$ cat src/bel_pkg.sv
// Purpose: Constants and types for the external byte lane alignment block
// Assumes: 32-bit external data bus with four byte lanes
// Notes: Behaviour list below
// Behaviour
// - Byte order is latched from the endian pin in reset; high is little.
// - 16-bit BE: even bytes on lane 1, odd on lane 0, long 31-16 then 15-0.
// - 8-bit BE: every byte access uses lane 0 with only strobe 0.
// - 8-bit BE: word high byte first, long at offsets 0-3 from bits 31-24.
// - 32-bit LE: a byte at offset n goes on lane n with strobe n.
// - 32-bit LE: word at 0 on lanes 0-1, at 2 on lanes 2-3, long all lanes.
// - 16-bit LE: even bytes on lane 0, odd on lane 1, word 15-8 on lane 1.
// - 16-bit LE: long on lanes 0-1 as offset 0 bits 15-0, then 31-16.
// - 8-bit LE: lane 0 only, word low byte first, long bits 7-0 first.
`default_nettype none

package bel_pkg;
   typedef enum logic [1:0] {BEL_W8, BEL_W16, BEL_W32} bel_width_t;
   typedef enum logic [1:0] {BEL_SZ_BYTE, BEL_SZ_WORD, BEL_SZ_LONG} bel_size_t;
   localparam logic BEL_ENDIAN_BIG = 1'b0;
   localparam int BEL_LANES = 4;
   localparam logic [3:0] BEL_STROBE_NONE = 4'h0;
   localparam logic [3:0] BEL_STROBE_LANE0 = 4'h1;
   localparam logic [3:0] BEL_STROBE_LOW2 = 4'h3;
   localparam logic [3:0] BEL_STROBE_ALL = 4'hF;
endpackage : bel_pkg

`default_nettype wire

$ cat src/bel_map_if.sv
// Purpose: Carrier between the sequencer and the lane mapper
// Assumes: Combinational mapping, one piece at a time
// Notes: seq drives the piece description, map returns the placement
`default_nettype none

interface bel_map_if;
   import bel_pkg::*;
   logic little;
   bel_width_t width;
   bel_size_t size;
   logic [1:0] base;
   logic [1:0] idx;
   logic [31:0] wdata;
   logic [1:0] off;
   logic [31:0] lane_data;
   logic [3:0] strobe;
   logic [7:0] lane_sig;
   logic last;
   modport seq (output little, width, size, base, idx, wdata,
                input off, lane_data, strobe, lane_sig, last);
   modport map (input little, width, size, base, idx, wdata,
                output off, lane_data, strobe, lane_sig, last);
endinterface : bel_map_if

`default_nettype wire

$ cat src/bel_align.sv
// Purpose: External bus byte lane steering and access splitting
// Assumes: One outstanding access; ext_ack ends each piece
// Notes: Pieces of a split access are issued back to back
`default_nettype none

module bel_align (
   input wire logic sys_clk,
   input wire logic srst,
   input wire logic endian_select_pin,
   input wire bel_pkg::bel_width_t dev_width,
   input wire logic req_valid,
   output logic req_ready,
   input wire logic req_write,
   input wire bel_pkg::bel_size_t req_size,
   input wire logic [31:0] req_addr,
   input wire logic [31:0] req_wdata,
   output logic rsp_valid,
   output logic [31:0] rsp_rdata,
   output logic little_endian,
   output logic ext_valid,
   output logic ext_write,
   output logic [31:0] ext_addr,
   output logic [31:0] ext_wdata,
   input wire logic [31:0] ext_rdata,
   input wire logic ext_ack,
   output logic lane0_write_strobe,
   output logic lane1_write_strobe,
   output logic lane2_write_strobe,
   output logic lane3_write_strobe
);
   import bel_pkg::*;

   typedef enum logic {ST_IDLE, ST_BUS} bel_state_t;

   bel_state_t state_r;
   logic little_r;
   bel_width_t width_r;
   bel_size_t size_r;
   logic [31:0] addr_r;
   logic [31:0] wdata_r;
   logic write_r;
   logic [1:0] idx_r;
   logic last_r;
   logic [3:0] strobe_r;
   logic [7:0] lane_sig_r;
   logic [1:0] off_r;
   logic [31:0] ext_wdata_r;
   logic [31:0] rdata_r;
   logic [31:0] rd_merge;
   logic rsp_valid_r;
   logic accept;
   logic step;
   logic finish;

   bel_map_if mi ();

   bel_lane_map u_map (
      .m(mi)
   );

   assign req_ready = (state_r == ST_IDLE);
   assign accept = req_valid && req_ready;
   assign step = (state_r == ST_BUS) && ext_ack && !last_r;
   assign finish = (state_r == ST_BUS) && ext_ack && last_r;

   // Piece description: fresh request, or the next piece of the current one
   always_comb begin
      mi.little = little_r;
      if (state_r == ST_IDLE) begin
         mi.width = dev_width;
         mi.size = req_size;
         mi.base = req_addr[1:0];
         mi.idx = 2'h0;
         mi.wdata = req_wdata;
      end else begin
         mi.width = width_r;
         mi.size = size_r;
         mi.base = addr_r[1:0];
         mi.idx = 2'(idx_r + 2'h1);
         mi.wdata = wdata_r;
      end
   end

   // Read bytes land at their place in the access word
   always_comb begin
      rd_merge = rdata_r;
      for (int l = 0; l < BEL_LANES; l++) begin
         if (strobe_r[l]) begin
            rd_merge[lane_sig_r[l*2 +: 2]*8 +: 8] = ext_rdata[l*8 +: 8];
         end
      end
   end

   // Byte order caught while reset is held
   always_ff @(posedge sys_clk) begin
      if (srst) begin
         little_r <= endian_select_pin;
      end
   end

   always_ff @(posedge sys_clk) begin
      if (srst) begin
         state_r <= ST_IDLE;
      end else if (accept) begin
         state_r <= ST_BUS;
      end else if (finish) begin
         state_r <= ST_IDLE;
      end
   end

   always_ff @(posedge sys_clk) begin
      if (srst) begin
         width_r <= BEL_W32;
         size_r <= BEL_SZ_BYTE;
         addr_r <= 32'h0000_0000;
         wdata_r <= 32'h0000_0000;
         write_r <= 1'b0;
      end else if (accept) begin
         width_r <= dev_width;
         size_r <= req_size;
         addr_r <= req_addr;
         wdata_r <= req_wdata;
         write_r <= req_write;
      end
   end

   // Pieces follow one another with no idle cycle
   always_ff @(posedge sys_clk) begin
      if (srst) begin
         idx_r <= 2'h0;
         last_r <= 1'b0;
         strobe_r <= BEL_STROBE_NONE;
         lane_sig_r <= 8'h00;
         off_r <= 2'h0;
         ext_wdata_r <= 32'h0000_0000;
      end else if (accept || step) begin
         idx_r <= mi.idx;
         last_r <= mi.last;
         strobe_r <= mi.strobe;
         lane_sig_r <= mi.lane_sig;
         off_r <= mi.off;
         ext_wdata_r <= mi.lane_data;
      end else if (finish) begin
         strobe_r <= BEL_STROBE_NONE;
         last_r <= 1'b0;
      end
   end

   always_ff @(posedge sys_clk) begin
      if (srst) begin
         rdata_r <= 32'h0000_0000;
         rsp_valid_r <= 1'b0;
         rsp_rdata <= 32'h0000_0000;
      end else begin
         rsp_valid_r <= finish;
         if (accept) begin
            rdata_r <= 32'h0000_0000;
         end else if (step) begin
            rdata_r <= rd_merge;
         end
         if (finish) begin
            rsp_rdata <= write_r ? 32'h0000_0000 : rd_merge;
         end
      end
   end

   assign little_endian = little_r;
   assign rsp_valid = rsp_valid_r;
   assign ext_valid = (state_r == ST_BUS);
   assign ext_write = write_r;
   assign ext_addr = {addr_r[31:2], off_r};
   assign ext_wdata = ext_wdata_r;
   assign lane0_write_strobe = strobe_r[0];
   assign lane1_write_strobe = strobe_r[1];
   assign lane2_write_strobe = strobe_r[2];
   assign lane3_write_strobe = strobe_r[3];
endmodule : bel_align

`default_nettype wire

$ cat src/bel_lane_map.sv
// Purpose: Places one piece of an access on the byte lanes
// Assumes: Accesses are naturally aligned
// Notes: lane_sig holds, per lane, which byte of the access it carries
`default_nettype none

module bel_lane_map (
   bel_map_if.map m
);
   import bel_pkg::*;

   function automatic logic [2:0] nbytes(input logic [1:0] code);
      logic [2:0] r;
      r = 3'h1;
      if (code == 2'h1) begin
         r = 3'h2;
      end else if (code == 2'h2) begin
         r = 3'h4;
      end
      return r;
   endfunction : nbytes

   logic [2:0] wb;
   logic [2:0] sb;
   logic [2:0] per;
   logic [1:0] a;
   logic [1:0] b;
   logic [1:0] pos;
   logic [1:0] lane;
   logic [1:0] d;
   logic [1:0] sig;
   logic [2:0] pieces;

   always_comb begin
      wb = nbytes(m.width);
      sb = nbytes(m.size);
      per = (sb > wb) ? wb : sb;
      pieces = (sb > wb) ? ((wb == 3'h1) ? sb : 3'(sb >> 1)) : 3'h1;
      a = 2'(m.base + 2'(m.idx * wb[1:0]));
      if (wb == 3'h4) begin
         a = m.base;
      end
      m.off = a;
      m.strobe = BEL_STROBE_NONE;
      m.lane_data = 32'h0000_0000;
      m.lane_sig = 8'h00;
      m.last = ({1'b0, m.idx} == 3'(pieces - 3'h1));
      b = 2'h0;
      pos = 2'h0;
      lane = 2'h0;
      d = 2'h0;
      sig = 2'h0;
      // Walk the bytes of this piece; unused lanes keep strobe low
      for (int k = 0; k < BEL_LANES; k++) begin
         if (3'(k) < per) begin
            b = 2'(a + 2'(k));
            pos = b & 2'(wb - 3'h1);
            lane = m.little ? pos : 2'(wb - 3'h1 - {1'b0, pos});
            d = 2'(b - m.base);
            sig = m.little ? d : 2'(sb - 3'h1 - {1'b0, d});
            m.strobe[lane] = 1'b1;
            m.lane_data[lane*8 +: 8] = m.wdata[sig*8 +: 8];
            m.lane_sig[lane*2 +: 2] = sig;
         end
      end
   end
endmodule : bel_lane_map

`default_nettype wire

$ cat config.mk
export PLATFORM = sky130hd
export DESIGN_NAME = bel_align
export DESIGN_NICKNAME = d
export VERILOG_FILES = /design/src/bel_pkg.sv /design/src/bel_map_if.sv /design/src/bel_align.sv /design/src/bel_lane_map.sv
export SDC_FILE = /design/constraint.sdc
export NUM_CORES = 1
export LEC_CHECK = 0
export ABC_AREA = 1
export ABC_CLOCK_PERIOD_IN_PS = 5900
export CORE_ASPECT_RATIO = 0.75
export CORE_UTILIZATION = 24
export DETAILED_ROUTE_END_ITERATION = 10
export DONT_BUFFER_PORTS = 1
export GPL_ROUTABILITY_DRIVEN = 0
export PLACE_DENSITY_LB_ADDON = 0.05
export REMOVE_ABC_BUFFERS = 1
export SLEW_MARGIN = 20
export SYNTH_ARGS = -nofsm -noshare
export SYNTH_HDL_FRONTEND = slang
export SYNTH_SLANG_ARGS = --single-unit
$ cat constraint.sdc
create_clock -name sys_clk -period 5.9 [get_ports sys_clk]
set_input_delay 0.885 -clock sys_clk [delete_from_list [all_inputs] [get_ports sys_clk]]
set_output_delay 0.885 -clock sys_clk [all_outputs]
set_load 0.03 [all_outputs]
==> impl_metrics.env, run 1 <==
export IMPL_grt_pass1_wl_mm=82.7
export IMPL_max_slew_margin_pct=32.9
export IMPL_fin_ws_ps=767
export IMPL_clk_pin_slew_ps=80
export IMPL_pre_cts_ws_ps=746
export IMPL_grt_pass1_vias=12300
export IMPL_synth_edff_count=1
export IMPL_rrSetupSlack_ps=770
export IMPL_path_class="reg2reg"
export IMPL_rsz0062_at_grt="false"
export IMPL_fill_cells=6221
export IMPL_r2r_start="ext_valid$_SDFFE_PP0P_"
export IMPL_cts_buffers=17
export IMPL_post_cts_resized=0
export IMPL_whs_endpoint="rsp_rdata[16]$_SDFFE_PP0P_"
export IMPL_ctsHoldBuffers=0
export IMPL_final_setup_skew_ps=11.5
export IMPL_fin_total_pwr_uw=5090
export IMPL_rows=74
export IMPL_dr_pass1_iters=9
export IMPL_pwr_share_seq_pct=31.0
export IMPL_holdPathStages=1
export IMPL_worstPathMaxFanout=19
export IMPL_synth_most_common_cell="nand2_1"
export IMPL_outcome="finished with violations"
export IMPL_die_height_microns=206
export IMPL_hold_start="srst"
export IMPL_critPathArrivalTime_ps=5570
export IMPL_synth_cell_area_sq_mm=0.0133
export IMPL_clockPowerShare_pct=24.9
export IMPL_switching_share_pct=49.6
export IMPL_clock_latency_ps=510
export IMPL_irDropWorstVdd_uv=185
export IMPL_cts_root_buffer="clkbuf_16"
export IMPL_cts_buffer_depth=2
export IMPL_drc=14
export IMPL_fin_crit_sh_pct=87.0
export IMPL_viasPerCell=5.02
export IMPL_cp_required_ps=6340
export IMPL_portBuffers=0
export IMPL_setup_violations_final=0
export IMPL_hold_slack_ps=463
export IMPL_setup_worst_path_start_class="register"
export IMPL_ff2ff_path_depth=27
export IMPL_routed_wl_mm=56.1
export IMPL_yosysSeqAreaShare_pct=27.9
export IMPL_fmax_mhz=195
export IMPL_dr_first_iter_drc_count=1528
export IMPL_track_usage_pct=19.8
export IMPL_yosys_most_used_dff="dfxtp_1"
export IMPL_io_pins=211
export IMPL_area_delta_synth_final_pct=7.56
export IMPL_layout_drive_gt1_share_pct=7.65
export IMPL_slew_viol_final=0
export IMPL_synthTopCellsByArea="dfxtp_1 (28%), nand2_1 (12%), o21ai_0 (8.9%)"
export IMPL_p_switching_uw=2520
export IMPL_synth_common_cells="nand2_1 (442), o21ai_0 (237), nor2_1 (227)"
export IMPL_reg2reg_to="lane_sig_r[3]$_SDFFE_PP0P_"
export IMPL_yosysTopAreaCell="dfxtp_1"
export IMPL_worstMarginPinSlew_ps=1010
export IMPL_clock_sinks=185
export IMPL_avgSynthCellArea_sq_um=6.39
export IMPL_synth_top_area_share_pct=27.6
export IMPL_dpl_hpwl_mm=40.8
export IMPL_nets=2155
export IMPL_max_stage_delay_ps=630
export IMPL_pwr_density_cell_mw_per_mm2=355
export IMPL_p_int_uw=2560
export IMPL_maxCapViolations=0
export IMPL_cp_end_kind="register"
export IMPL_cpMostUsedCell="nand2_1"
export IMPL_yosysWarnings=0
export IMPL_ys_ff_latch=185
export IMPL_fin_crit_ps=5130
export IMPL_grt_max_degree=76
export IMPL_cts_setup_buffers=0
export IMPL_htreeDepth=4
export IMPL_syn_instance_count=2086
export IMPL_routed_via_count=13700
export IMPL_cts_tree="yes"
export IMPL_startpoint="ext_valid$_SDFFE_PP0P_"
export IMPL_violations="DRC"
export IMPL_hold_viol=0
export IMPL_synth_async_reset_ratio_pct=0
export IMPL_p_leak_uw=0.00576
export IMPL_dieArea_sq_mm=0.0565
export IMPL_num_antenna_cells=0
export IMPL_pwr_share_comb_pct=44.1
export IMPL_cpMaxStageDelayCell="dfxtp_2"
export IMPL_core_sq_mm=0.0546
export IMPL_antenna_left=0
export IMPL_antenna_found_initial=1
export IMPL_synth_cell_types=50
export IMPL_wl_per_cell_microns=20.6
export IMPL_min_path_type="in2reg"
export IMPL_die_w_microns=274
export IMPL_post_route_util_pct=26.2
export IMPL_grt_ovfl_total=0
export IMPL_initial_utilization_pct=24.4
[worst max-delay path: cells and delay by family, from the launching register on]
kind / cells / cell delay (ps)
buffers and inverters: 5 / 710
AOI/OAI and AO/OA: 1 / 120
adders and majority gates: 4 / 1170
and+or+nand+nor: 17 / 2430
DFF: 1 / 630
[metrics by stage]
stage          instances  area [sq um]  TNS (ps)
4_1_cts             2721         14300         0
2_1_floorplan       1936         12600    -35290
5_1_grt             2721         14300         0
3_3_place_gp        2689         13700         0
3_5_place_dp        2689         13700         0
6_report            2721         14300         0
[cell families after synthesis]
logic type	count (synthesis)	synth area share (%)
simple gates	976	32.5
compound gates	519	22.3
buf+inv	339	11.1
flops	185	27.9
fa+ha+maj	63	5.92
xor+xnor	4	0.263
[cell usage in the layout (no fill, tap or decap), types with 3 or more instances in the layout]
cell,instances
dfxtp_1,183
nand3_4,3
or2_1,9
nand2_2,23
nor2_4,5
o211ai_1,58
clkbuf_16,17
nand2_4,4
o21ai_1,4
nor2_2,3
clkinv_1,10
clkinv_4,5
o21ai_0,237
inv_6,3
inv_1,168
ha_1,63
buf_4,31
o311ai_0,15
nand4_1,59
a21oi_2,10
nor3_2,3
a211oi_1,26
inv_2,9
a21oi_1,154
a31oi_1,3
nand3_1,144
or2_2,16
nor3_1,33
nand3_2,3
nand2_1,442
nor2_1,224
[worst max path at each step]
stage                                       endpoint  slack, ps  cells past startpoint
after floorplan                  last_r$_SDFFE_PP0P_       -810                      6
after global placement    lane_sig_r[3]$_SDFFE_PP0P_        840                     25
after detailed placement    strobe_r[0]$_SDFFE_PP0P_        750                     21
after CTS                   strobe_r[0]$_SDFFE_PP0P_        820                     24
after global routing        strobe_r[0]$_SDFFE_PP0P_        300                     24
final                     lane_sig_r[3]$_SDFFE_PP0P_        770                     27
[registers in the layout, summed over array words and instances (netlist names), 4 cells and up]
register,cells
addr_r,32
ext_wdata,32
lane_sig_r,8
rdata_r,32
rsp_rdata,32
strobe_r,4
wdata_r,32
[per-layer routing]
| layer | GRT usage [%] | vias to the layer above | wire length, microns |
|---|---|---|---|
| met3 | 4.76 | 32 | 3940 |
| met1 | 31.7 | 6445 | 30500 |
| met2 | 25.5 | 424 | 21300 |
| li1 | - | 6768 | - |
| met5 | 0 | - | 0 |
| met4 | 4.15 | 0 | 454 |
[final cells by class]
type / instances / area (sq um) / share of cell area, %
Multi-Input combinational cell: 1562 / 8150 / 56.9
Sequential cell: 185 / 3710 / 25.9
Tap cell: 722 / 903 / 6.30
Inverter: 189 / 716 / 4.99
Clock buffer: 17 / 425 / 2.97
Timing Repair Buffer: 31 / 233 / 1.62
Clock inverter: 15 / 191 / 1.34
[power groups by stage]
stage / Clock (uW) / Combinational [uW] / Sequential (uW)
after floorplan: 0 / 1410 / 1570
after detailed placement: 0 / 2200 / 1610
after global routing: 1370 / 2470 / 1600
after CTS: 1320 / 2210 / 1580
final: 1270 / 2240 / 1580
after global placement: 0 / 2200 / 1610
(Power assumes the default switching activity.)
==> run 2, diff against run 1 <==
- CTS_BUF_LIST: not set -> sky130_fd_sc_hd__clkbuf_8
- SETUP_SLACK_MARGIN: not set -> 0.05
==> run 2 against run 1 <==
The run still ends with DRC left. Global-route usage about the same. Setup slack better by 29 ps. First-iteration DRC count down 2.2%. Hold slack worse by 87 ps. Non-clock buffer count unchanged. Wire length up 0.22%. Critical path depth down 5. Critical path type unchanged. Critical endpoint is now ext_wdata[29]$_SDFFE_PP0P_.
==> impl_metrics.env, run 2 (synthesis results as in run 1) <==
export IMPL_rows=74
export IMPL_grt_ovfl_total=0
export IMPL_track_usage_pct=19.8
export IMPL_cpMostUsedCell="ha_1"
export IMPL_routed_via_count=13600
export IMPL_critPathArrivalTime_ps=5630
export IMPL_slew_viol_final=0
export IMPL_pwr_share_comb_pct=46.6
export IMPL_grt_max_degree=76
export IMPL_initial_utilization_pct=24.4
export IMPL_hold_viol=0
export IMPL_violations="DRC"
export IMPL_final_setup_skew_ps=17.9
export IMPL_outcome="finished with violations"
export IMPL_fin_crit_ps=5100
export IMPL_mostFrequentLayoutCell="nand2_1"
export IMPL_post_route_util_pct=25.9
export IMPL_cts_tree="yes"
export IMPL_io_pins=211
export IMPL_max_slew_margin_pct=30.6
export IMPL_fmax_mhz=196
export IMPL_path_class="reg2reg"
export IMPL_post_cts_resized=0
export IMPL_final_cell_mix="nand2_1 (442), o21ai_0 (237), nor2_1 (224)"
export IMPL_layoutNonFillerInstCount=2723
export IMPL_htreeDepth=4
export IMPL_nets=2155
export IMPL_setup_violations_final=0
export IMPL_cts_buffers=17
export IMPL_drc=28
export IMPL_dpl_hpwl_mm=40.8
export IMPL_dieArea_sq_mm=0.0565
export IMPL_crit_chain="inv_2, nand2_1, nand2_1, ha_1, inv_2, nor2_1, ha_1, or2_1, nand2_4, inv_1, ha_1, ha_1, o21ai_2, inv_1, buf_4, o21ai_0, nand3_1, nand2_2, nand4_1, nand2_1, inv_1, a21oi_2"
export IMPL_rsz0062_at_grt="false"
export IMPL_wl_per_cell_microns=20.7
export IMPL_pwr_density_cell_mw_per_mm2=340
export IMPL_area_delta_synth_final_pct=6.16
export IMPL_min_path_type="in2reg"
export IMPL_cp_required_ps=6430
export IMPL_grt_pass1_vias=12300
export IMPL_fin_total_pwr_uw=4800
export IMPL_antenna_found_initial=2
export IMPL_cpMaxStageDelayCell="dfxtp_2"
export IMPL_cts_root_buffer="clkbuf_8"
export IMPL_rrSetupSlack_ps=800
export IMPL_grt_pass1_wl_mm=82.6
export IMPL_worstPathMaxFanout=24
export IMPL_routed_wl_mm=56.3
export IMPL_clock_latency_ps=590
export IMPL_cp_end_kind="register"
export IMPL_layout_drive_gt1_share_pct=7.65
export IMPL_viasPerCell=5.01
export IMPL_p_int_uw=2310
export IMPL_fin_crit_sh_pct=86.5
export IMPL_portBuffers=0
export IMPL_ctsHoldBuffers=0
export IMPL_placed_cells=2689
export IMPL_maxCapViolations=0
export IMPL_irDropWorstVdd_uv=136
export IMPL_dr_first_iter_drc_count=1495
export IMPL_cts_setup_buffers=0
export IMPL_p_switching_uw=2490
export IMPL_cts_buffer_depth=2
export IMPL_clk_pin_slew_ps=110
export IMPL_dr_pass1_iters=10
export IMPL_die_w_microns=274
export IMPL_p_leak_uw=0.00567
export IMPL_die_height_microns=206
export IMPL_worstMarginPinSlew_ps=1040
export IMPL_pwr_share_seq_pct=32.8
export IMPL_setup_worst_path_start_class="register"
export IMPL_max_stage_delay_ps=640
export IMPL_switching_share_pct=51.8
export IMPL_clock_sinks=185
export IMPL_clockPowerShare_pct=20.5
export IMPL_antenna_left=0
export IMPL_core_sq_mm=0.0546
==> run 2: changes by cell type in the layout (fill, tap and decap cells not counted), sizes merged <==
cell	previous run	this run
diode	0	2
==> run 2: critical path: cells and delay by family, from the launching register on <==
kind | cells | cell delay, ps
AO/OA/AOI/OAI | 3 | 820
adder cells (fa/ha/maj) | 4 | 1250
buffers and inverters | 6 | 870
flip-flops | 1 | 640
AND/OR/NAND/NOR | 9 | 1440
==> run 2: layout make-up <==
type / count / area [sq um]
clock inverter: 15 / 191
tap: 722 / 903
inverter: 189 / 716
clock buffer: 17 / 234
fill: 6232 / 40500
sequential: 185 / 3710
timing repair buffer: 31 / 233
antenna: 2 / 5.00
multi-input combinational: 1562 / 8150
==> run 2: per-stage QoR <==
stage	area, sq um	setup TNS (ps)	hold WS [ps]	setup slack (ps)
global placement	13700	0	455	840
global route	14100	0	312	288
CTS	14100	0	299	807
finish	14100	0	376	796
detailed placement	13700	0	465	746
floorplan	12600	-35290	436	-809
==> run 2: power groups by stage <==
| stage | logic (uW) | registers [uW] | clock network [uW] |
|---|---|---|---|
| after CTS | 2210 | 1580 | 1040 |
| after floorplan | 1410 | 1570 | 0 |
| after global routing | 2470 | 1600 | 1090 |
| after detailed placement | 2200 | 1610 | 0 |
| final | 2240 | 1580 | 986 |
| after global placement | 2200 | 1610 | 0 |
==> run 2: path summary, 6_finish.rpt <==
kind,cells after the start,endpoint,startpoint
max,22,ext_wdata[29]$_SDFFE_PP0P_,ext_valid$_SDFFE_PP0P_
min reg2reg,2,size_r[1]$_SDFFE_PP0P_,size_r[1]$_SDFFE_PP0P_
min,1,rsp_rdata[16]$_SDFFE_PP0P_,srst
max reg2reg,22,ext_wdata[29]$_SDFFE_PP0P_,ext_valid$_SDFFE_PP0P_
==> run 2: metal layers <==
layer | part of all wire [%] | track usage [%] | vias up
li1 | - | - | 6760
met1 | 54 | 31.5 | 6393
met2 | 38 | 25.6 | 455
met3 | 7.4 | 5.04 | 39
met4 | 0.80 | 3.81 | 0
met5 | 0 | 0 | -
